### config.mk
export PLATFORM = sky130hd
export DESIGN_NAME = arsc_top
export DESIGN_NICKNAME = d
export VERILOG_FILES = /design/src/hw/arsc_pkg.sv /design/src/hw/arsc_clk_div.sv /design/src/hw/arsc_decimator.sv /design/src/hw/arsc_top.sv
export SDC_FILE = /design/constraint.sdc
export NUM_CORES = 1
export LEC_CHECK = 0
export ABC_CLOCK_PERIOD_IN_PS = 3950
export BUFFER_PORTS_ARGS = -buffer_cell sky130_fd_sc_hd__buf_2
export CAP_MARGIN = 10
export CORE_UTILIZATION = 58
export DETAILED_ROUTE_END_ITERATION = 8
export PLACE_DENSITY_LB_ADDON = 0.3
export SLEW_MARGIN = 30
export SYNTH_ARGS = -nofsm -noshare
export SYNTH_HDL_FRONTEND = slang
export SYNTH_SLANG_ARGS = --single-unit
### constraint.sdc
create_clock -name ref_clk -period 3.95 [get_ports ref_clk]
set_input_delay 0 -clock ref_clk [delete_from_list [all_inputs] [get_ports ref_clk]]
set_output_delay 0 -clock ref_clk [all_outputs]
set_load 0.05 [all_outputs]
### src/hw/arsc_pkg.sv
// Purpose: shared constants and carrier types for the converter result/status block
// Assumes: byte-wide special function register port, one system clock
// Notes: offsets are byte addresses in the special function register space
package arsc_pkg;
    // register offsets
    localparam logic [7:0] ADDR_DECIM_LOW = 8'h9a;
    localparam logic [7:0] ADDR_DECIM_HIGH = 8'h9b;
    localparam logic [7:0] ADDR_DAC = 8'hbb;
    localparam logic [7:0] ADDR_STATUS = 8'hc1;
    localparam logic [7:0] ADDR_RESULT_L = 8'hc3;
    localparam logic [7:0] ADDR_RESULT_M = 8'hc4;
    localparam logic [7:0] ADDR_RESULT_H = 8'hc5;
    localparam logic [7:0] ADDR_CONTROL = 8'he8;
    localparam logic [7:0] ADDR_MOD_CLK_DIV = 8'hf7;
    // reset values
    localparam logic [2:0] RST_DECIM_HIGH = 3'h7;
    localparam logic [7:0] RST_DECIM_LOW = 8'h00;
    localparam logic [7:0] RST_MOD_CLK_DIV = 8'h00;
    localparam logic [7:0] RST_DAC = 8'h00;
    // widths
    localparam int DECIM_W = 11;
    localparam int DECIM_HIGH_W = 3;
    localparam int RESULT_W = 24;
    localparam int FILT_W = 25;
    // converter state: one bit, gray by nature
    typedef enum logic [0:0] {ST_IDLE = 1'b0, ST_CONVERT = 1'b1} arsc_state_t;
    // status register layout, bit 0 first from the right
    typedef struct packed {
        logic [2:0] spare;
        logic summary_error_flag;
        logic fast_filter_clip_flag;
        logic third_order_clip_flag;
        logic result_overrun_flag;
        logic conversion_complete_flag;
    } arsc_status_t;
    // control register layout
    typedef struct packed {
        logic [4:0] spare;
        logic burnout_current_enable;
        logic output_polarity_select;
        logic convert_enable;
    } arsc_control_t;
    // offset dac setting, sign and magnitude
    typedef struct packed {
        logic sign;
        logic [6:0] magnitude;
    } arsc_dac_t;
endpackage : arsc_pkg

### src/hw/arsc_clk_div.sv
// Purpose: modulator clock enable divided down from the system clock
// Assumes: divisor may change at any time; new value takes effect in the current count period
// Notes: tick period is divisor plus one system clock cycles
`timescale 1ns/1ps
`default_nettype none
module arsc_clk_div
    import arsc_pkg::*;
(
    input wire logic ref_clk,
    input wire logic arst_n,
    input wire logic [7:0] divisor,
    output logic tick
);
    logic [7:0] count;

    // free-running divider, compare with >= so a shrinking divisor cannot run away
    always_ff @(posedge ref_clk or negedge arst_n)
    begin
        if (!arst_n)
        begin
            count <= 8'h00;
            tick <= 1'b0;
        end
        else if (count >= divisor)
        begin
            count <= 8'h00;
            tick <= 1'b1;
        end
        else
        begin
            count <= count + 8'h01;
            tick <= 1'b0;
        end
    end
endmodule : arsc_clk_div
`default_nettype wire

### src/hw/arsc_decimator.sv
// Purpose: counts modulator ticks into conversion periods
// Assumes: ratio is held stable while run is high
// Notes: a ratio of zero behaves as one
`timescale 1ns/1ps
`default_nettype none
module arsc_decimator
    import arsc_pkg::*;
(
    input wire logic ref_clk,
    input wire logic arst_n,
    input wire logic run,
    input wire logic mod_tick,
    input wire logic [DECIM_W-1:0] ratio,
    output logic conv_end
);
    logic [DECIM_W-1:0] count;
    logic [DECIM_W-1:0] count_inc;

    assign count_inc = count + 11'h001;

    // one output word per ratio modulator samples
    always_ff @(posedge ref_clk or negedge arst_n)
    begin
        if (!arst_n)
        begin
            count <= 11'h000;
            conv_end <= 1'b0;
        end
        else if (!run)
        begin
            count <= 11'h000;
            conv_end <= 1'b0;
        end
        else if (mod_tick && count_inc >= ratio)
        begin
            count <= 11'h000;
            conv_end <= 1'b1;
        end
        else
        begin
            if (mod_tick)
            begin
                count <= count_inc;
            end
            conv_end <= 1'b0;
        end
    end
endmodule : arsc_decimator
`default_nettype wire

### src/hw/arsc_top.sv
// Purpose: result coding, status flags, offset dac, burnout and rate control of the converter
// Assumes: filter and modulator logic run on ref_clk; clip and calibration inputs are pulses
// Notes: filter value is signed, one unipolar step per unit, full scale at 2**24
`timescale 1ns/1ps
`default_nettype none
module arsc_top
    import arsc_pkg::*;
(
    input wire logic ref_clk,
    input wire logic arst_n,
    input wire logic [7:0] sfr_addr,
    input wire logic sfr_wr,
    input wire logic sfr_rd,
    input wire logic [7:0] sfr_wdata,
    output logic [7:0] sfr_rdata,
    input wire logic signed [FILT_W-1:0] filt_value,
    input wire logic third_order_clip,
    input wire logic fast_clip,
    input wire logic cal_limit_error,
    output logic modulator_clock,
    output logic conv_running,
    output logic burnout_en,
    output logic dac_sign,
    output logic [6:0] dac_magnitude,
    output logic dac_update
);
    arsc_state_t state;
    arsc_state_t next_state;
    arsc_control_t control;
    arsc_status_t status;
    arsc_status_t next_status;
    arsc_dac_t dac_setting;
    logic [7:0] mod_div;
    logic [DECIM_HIGH_W-1:0] decim_high;
    logic [7:0] decim_low;
    logic [RESULT_W-1:0] result;
    logic [7:0] next_rdata;
    logic mod_tick;
    logic conv_end;
    logic wr_control;
    logic wr_status;
    logic wr_dac;
    logic decim_unlocked;

    // write strobes per register
    assign wr_control = sfr_wr && sfr_addr == ADDR_CONTROL;
    assign wr_status = sfr_wr && sfr_addr == ADDR_STATUS;
    assign wr_dac = sfr_wr && sfr_addr == ADDR_DAC;
    assign decim_unlocked = state == ST_IDLE;

    // signed-binary to output coding
    function automatic logic [RESULT_W-1:0] code_result(
        input logic signed [FILT_W-1:0] v,
        input logic bipolar
    );
        logic signed [FILT_W-1:0] half;
        half = v >>> 1;
        if (bipolar)
        begin
            code_result = half[RESULT_W-1:0];
        end
        else if (v[FILT_W-1])
        begin
            code_result = 24'h000000;
        end
        else
        begin
            code_result = v[RESULT_W-1:0];
        end
    endfunction : code_result

    arsc_clk_div u_clk_div (
        .ref_clk(ref_clk),
        .arst_n(arst_n),
        .divisor(mod_div),
        .tick(mod_tick)
    );

    arsc_decimator u_decimator (
        .ref_clk(ref_clk),
        .arst_n(arst_n),
        .run(state == ST_CONVERT),
        .mod_tick(mod_tick),
        .ratio({decim_high, decim_low}),
        .conv_end(conv_end)
    );

    // converter runs while software holds the enable bit
    always_comb
    begin
        next_state = state;
        unique case (state)
            ST_IDLE:
            begin
                if (control.convert_enable)
                begin
                    next_state = ST_CONVERT;
                end
            end
            ST_CONVERT:
            begin
                if (!control.convert_enable)
                begin
                    next_state = ST_IDLE;
                end
            end
        endcase
    end

    always_ff @(posedge ref_clk or negedge arst_n)
    begin
        if (!arst_n)
        begin
            state <= ST_IDLE;
        end
        else
        begin
            state <= next_state;
        end
    end

    // control and divisor registers
    always_ff @(posedge ref_clk or negedge arst_n)
    begin
        if (!arst_n)
        begin
            control <= '0;
            mod_div <= RST_MOD_CLK_DIV;
        end
        else
        begin
            if (wr_control)
            begin
                control <= {5'h00, sfr_wdata[2:0]};
            end
            if (sfr_wr && sfr_addr == ADDR_MOD_CLK_DIV)
            begin
                mod_div <= sfr_wdata;
            end
        end
    end

    // ratio writes while converting are dropped, counter must not see a moving target
    always_ff @(posedge ref_clk or negedge arst_n)
    begin
        if (!arst_n)
        begin
            decim_high <= RST_DECIM_HIGH;
            decim_low <= RST_DECIM_LOW;
        end
        else if (decim_unlocked)
        begin
            if (sfr_wr && sfr_addr == ADDR_DECIM_HIGH)
            begin
                decim_high <= sfr_wdata[DECIM_HIGH_W-1:0];
            end
            if (sfr_wr && sfr_addr == ADDR_DECIM_LOW)
            begin
                decim_low <= sfr_wdata;
            end
        end
    end

    // status flags: software writes 0 to clear, a set in the same cycle wins
    always_comb
    begin
        next_status = status;
        if (wr_status)
        begin
            next_status = status & {3'h0, sfr_wdata[4:0]};
        end
        next_status.spare = 3'h0;
        if (conv_end)
        begin
            next_status.conversion_complete_flag = 1'b1;
        end
        if (conv_end && status.conversion_complete_flag)
        begin
            next_status.result_overrun_flag = 1'b1;
        end
        if (third_order_clip)
        begin
            next_status.third_order_clip_flag = 1'b1;
        end
        if (fast_clip)
        begin
            next_status.fast_filter_clip_flag = 1'b1;
        end
        if (third_order_clip || fast_clip || cal_limit_error ||
            (conv_end && status.conversion_complete_flag))
        begin
            next_status.summary_error_flag = 1'b1;
        end
    end

    always_ff @(posedge ref_clk or negedge arst_n)
    begin
        if (!arst_n)
        begin
            status <= '0;
        end
        else
        begin
            status <= next_status;
        end
    end

    // results load every conversion, errors or not; an unread word is lost
    always_ff @(posedge ref_clk or negedge arst_n)
    begin
        if (!arst_n)
        begin
            result <= 24'h000000;
        end
        else if (conv_end)
        begin
            result <= code_result(filt_value, control.output_polarity_select);
        end
    end

    // offset dac: each write retriggers the update even with an equal value
    always_ff @(posedge ref_clk or negedge arst_n)
    begin
        if (!arst_n)
        begin
            dac_setting <= RST_DAC;
            dac_update <= 1'b0;
        end
        else
        begin
            dac_update <= wr_dac;
            if (wr_dac)
            begin
                dac_setting <= sfr_wdata;
            end
        end
    end

    // analog-facing outputs, all registered
    always_ff @(posedge ref_clk or negedge arst_n)
    begin
        if (!arst_n)
        begin
            burnout_en <= 1'b0;
            dac_sign <= 1'b0;
            dac_magnitude <= 7'h00;
            modulator_clock <= 1'b0;
            conv_running <= 1'b0;
        end
        else
        begin
            burnout_en <= control.burnout_current_enable;
            dac_sign <= dac_setting.sign;
            dac_magnitude <= dac_setting.magnitude;
            modulator_clock <= mod_tick;
            conv_running <= state == ST_CONVERT;
        end
    end

    // read mux, unmapped addresses return zero
    always_comb
    begin
        next_rdata = 8'h00;
        unique case (sfr_addr)
            ADDR_DECIM_LOW: next_rdata = decim_low;
            ADDR_DECIM_HIGH: next_rdata = {5'h00, decim_high};
            ADDR_DAC: next_rdata = dac_setting;
            ADDR_STATUS: next_rdata = status;
            ADDR_RESULT_L: next_rdata = result[7:0];
            ADDR_RESULT_M: next_rdata = result[15:8];
            ADDR_RESULT_H: next_rdata = result[23:16];
            ADDR_CONTROL: next_rdata = control;
            ADDR_MOD_CLK_DIV: next_rdata = mod_div;
            default: next_rdata = 8'h00;
        endcase
    end

    always_ff @(posedge ref_clk or negedge arst_n)
    begin
        if (!arst_n)
        begin
            sfr_rdata <= 8'h00;
        end
        else if (sfr_rd)
        begin
            sfr_rdata <= next_rdata;
        end
    end
endmodule : arsc_top
`default_nettype wire

Word-level counts from Yosys, hierarchy flattened --
Cells that the tools add are included.
Storage, ports and cells: register bits 101, input port bits 48, output and inout bits 20, logic and storage cells 77
Cells by class: add/subtract/negate cells 2, magnitude comparators 2, eq/ne operators 10, multiplexer cells 17, bitwise gates (word level) 2, reduce and logical (&&, ||, !) cells 18
Operator list (number):
- $eq 8x8->1 const B | 9
- $pmux 8 s9 | 1
- $mux 24 | 2
- $mux 11 | 3
- $add 11x1->11 const B | 1
- $ge 11x11->1 | 1
- $reduce_bool 2->1 | 5
- $mux 1 | 9
- $add 8x1->8 const B | 1
- $ge 8x8->1 | 1
- $logic_and 1x1->1 | 8
- $mux 8 | 1
- $and 5x5->5 | 1
- $mux 5 | 1
- $reduce_and 2->1 | 2
- $logic_or 1x1->1 | 3
- $ne 3x1->1 const B | 1
- $not 1->1 | 1

Depth between registers and ports, before layout --
word-level depth 5, gate-level depth with buffers 13, gate-level depth less buffers 12

Cells and area by module --
From an unflattened synthesis, not the netlist that was laid out.
Second synthesis, totals: cell total of the unflattened synthesis 503, area total of the unflattened synthesis 5366.4 um^2
Modules (own cells, without submodules):
- arsc_top | times used 1, cells an instance 331, area each 3786.1 um^2, seq. area each 2005.7 um^2
- arsc_decimator | times used 1, cells an instance 117, area each 999.7 um^2, seq. area each 300.3 um^2
- arsc_clk_div | times used 1, cells an instance 55, area each 580.6 um^2, seq. area each 225.2 um^2

Worst setup path before layout --
OpenSTA, ideal clock, no wires.
path type register to register, start register u_decimator.count[0], end register u_decimator.count[7], library setup time 0.126 ns, arrival 2.651 ns, data required time 3.824 ns, slack 1.173 ns, stages on the path, launching flop included 14, path buffers 1, clock period less this slack 2.777 ns, path through dfrtp_1 > ha_1 > nand3_2 > or2_0 > buf_2 > nor2_1 > xor2_1 > ha_1 > nand3_1 > a211oi_1 > nor3_1 > o21ai_1 > nor2_2 > a221o_1
On the way: word-level cells in the longest chain between the ends 5, elaborated cells between the ends (all ways) 7, classes of those cells add/sub (1); order compare (1); eq/ne (1); mux (3); reduce/logical (1)
Ends and longest elaborated chain:
- start, declared | RTL line arsc_decimator.sv:16 | logic [DECIM_W-1:0] count;
- start signal, assigned | RTL line arsc_decimator.sv:43 | count <= count_inc;
- $add 11x1->11 * | RTL line arsc_decimator.sv:19 | assign count_inc = count + 11'h001;
- $ge 11x11->1 | RTL line arsc_decimator.sv:34 | else if (mod_tick && count_inc >= ratio)
- $logic_and 1x1->1 | RTL line arsc_decimator.sv:34
- $mux 11 | RTL line arsc_decimator.sv:34
- $mux 11 | RTL line arsc_decimator.sv:29 | else if (!run)
Mark *: on every way between the ends. The rest lies on a longest branch, timed or not. The select of a mux whose other input is x is not followed. A chain may end at the register's enable or synchronous reset.

Worst setup path in the final report --
Ends and elaborated chain as after synthesis.

==> out/results.tsv <==
metric	value	unit
CTS sink count	101	
crit-path cells	ha_1 > nand3_2 > or2_0 > nor2_1 > xor2_1 > ha_1 > nand3_1 > a211oi_1 > nor3_1 > o21ai_1 > nor2_2 > a221o_1	
critical path's slowest cell	dfrtp_1	
# IOs	68	
Initial Util	60.8	%
Fin Hold WS	0.0539	ns
clock-pin slew on the worst setup and hold paths	0.10	ns
Period minus WS final	3.15	ns
# H-tree levels	3	
min-delay src	sfr_wr	
Slew Viols, Final	0	
static leakage	2.80	nW
largest cells by area after synthesis	dfrtp_1 48%, mux2_2 7.3%, ha_1 5.2%, a22oi_1 4.7%, nor2_1 3.6%	
final worst clock skew	0.0158	ns
Post-synth top cells	98 x dfrtp_1, 49 x nor2_1, 33 x mux2_2	
nets	664	
Synth area leader	dfrtp_1	
antenna cells	0	
most used cell, CP	ha_1	
Inst Count DP	635	
WP data arrival	3.42	ns
CTS tree	done	
fin util	74.1	%
syn_nets	555	
ys async rst share	100	%
CP Capture Type	flop	
Synth Warn #	0	
Synth Flop Type	dfrtp_1	
fillcell total	561	
fmax	0.317	GHz
final std cells w/o fill	705	
global-route wire length before repair	20200	um
Bufs on Longest Clock Path	2	
Slew headroom	38.8	%
Worst Path Required	4.22	ns
Yosys reg bits	101	
power density cells	397	nW/um^2
Core Area	8380	um^2
CTS Root Cell	clkbuf_8	
Die X	95.8	um
TritonCTS Buffers	9	
CP max FO	7	
post-CTS setup buffers	0	
worst vdd ir	0.302	mV
# resized after CTS	0	
First DRT Iteration DRCs	342	
Clk Latency, worst-skew pair	0.39	ns
Total GRT Usage	29.8	%
period utilization	79.8	%
total grt overflow	0	
share of the synthesized area in the top cell type	48.1	%
via count	4240	
Synth Area per Inst	10.5	um^2
EDFF count, synth	0	
final setup violation count	0	
Largest stage delay, worst path	0.45	ns
reg2reg start	u_decimator.count[0]	
Final Hold Viols	0	
Remaining DRCs	0	
Cells after Synth	486	
synth unique cells	51	
DP HPWL	8390	um
Critical Path Source	u_decimator.count[0]	
status	completed	
kind of critical path	flop to flop	
DR WL/cell	18.1	um
Seq/Total Area, Yosys	49.6	%
vias in the first global route	4110	
RSZ-0062 raised after global routing	no	
Max-Cap Viols	0	
Total Neg Setup Slack	0	ns
die area	9170	um^2
hold buffer count at cts	54	
Worst Tran Pin Value	0.918	ns
via-per-instance ratio	6.01	
CP startpoint kind	flop	
initial antenna violation count	0	
Detailed Route WL	12800	um
row cnt	33	
Tot Pwr	2.47	mW
drt pass-1 iters	5	
RePlAce Congestion	0.920	
Vert. Die Dim	95.8	um
largest net degree at the start of global routing	54	
proportion of layout cells with a drive suffix above 1	21.8	%
Synth Cell Area	5100	um^2
port bufs	67	
count leader, synth	dfrtp_1	
area grow syn2layout	21.8	%
Post-DRT Antenna Nets	0	
Hold Path Class	primary input to flop	
## worst max-delay path, delay by kind of cell (launching register included)
family | cells | cell delay, ns
adder cells (fa/ha/maj) | 2 | 0.59
AO/OA/AOI/OAI | 3 | 0.90
flip-flops | 1 | 0.45
XOR/XNOR | 1 | 0.11
AND/OR/NAND/NOR | 6 | 1.00
## registers in the layout, indices dropped and copies added, names as in the netlist, 3 cells and up
register           flops
u_decimator.count     11
result                24
decim_low              8
dac_magnitude          7
status                 5
decim_high             3
u_clk_div.count        8
mod_div                8
sfr_rdata              8
dac_setting            8
control                3
## through the flow
| stage | worst slack [ns] | area [um^2] |
|---|---|---|
| floorplan | 1.17 | 5100 |
| global placement | 0.951 | 5480 |
| detailed placement | 0.842 | 5480 |
| CTS | 0.791 | 6210 |
| global route | 0.515 | 6210 |
| finish | 0.797 | 6210 |
## layer usage
| metal | routed length, um | global-route usage (%) | vias up | part of all wire (%) |
|---|---|---|---|---|
| met5 | 0 | 0 | - | 0 |
| met4 | 381 | 11.9 | 0 | 3.0 |
| met3 | 929 | 6.56 | 32 | 7.3 |
| met2 | 6010 | 46.3 | 172 | 47 |
| met1 | 5440 | 40.8 | 2054 | 43 |
| li1 | - | - | 1982 | - |
## power by group
part           leakage, nW  internal [mW]  total (mW)  switching, mW
logic                 1.43          0.220       0.500          0.280
registers             1.28           1.19        1.32          0.127
clock network       0.0924          0.244       0.645          0.401
total                 2.80           1.66        2.47          0.808
## cell usage in the layout (no fill, tap or decap), types with 4 or more instances in the layout
master and instances:
o21a_1 4, a21oi_1 32, buf_4 4, nand3b_1 4, a221oi_1 5, nor2b_1 10, clkbuf_8 9, xnor2_1 6
nand3_1 14, inv_1 27, o22ai_1 11, buf_2 66, nor2_1 49, mux2i_1 9, mux2_2 33, ha_1 21
a22oi_1 32, o21ai_0 12, and3_1 4, a22o_1 6, nand2_1 21, dlygate4sd3_1 54, dfrtp_1 98, nor3_1 4
nand2b_1 8, xor2_1 9
## logic make-up after synthesis
logic type                 Yosys count  synth area share, %
AOI/OAI and AO/OA                  123                 16.3
xor gates and xnor gates            15                 2.58
adders and majority gates           21                 5.15
buffers and inverters               53                 4.17
DFF                                101                 49.6
muxes                               42                 9.06
and+or+nand+nor                    131                 13.1
## final cells by class
cell class,count,area (um^2),share of cell area [%]
inverter,27,101,1.63
clock inverter,7,67.6,1.09
clock buffer,9,124,1.99
sequential,101,2530,40.8
timing repair buffer,124,901,14.5
multi-input combinational,332,2350,37.9
tap,105,131,2.12
## path summary, 6_finish.rpt
kind                                        end  slack (ns)  cells past startpoint
setup / recovery           u_decimator.count[7]        0.80                     12
hold / removal                       dac_update        0.05                      3
setup reg to reg           u_decimator.count[7]        0.80                     12
hold reg to reg                      burnout_en        0.42                      0
max in group asynchronous  u_decimator.count[3]        2.70                      3
min in group asynchronous  u_decimator.count[9]        0.16                      2
Note: power is estimated with default switching activity, not from simulation.
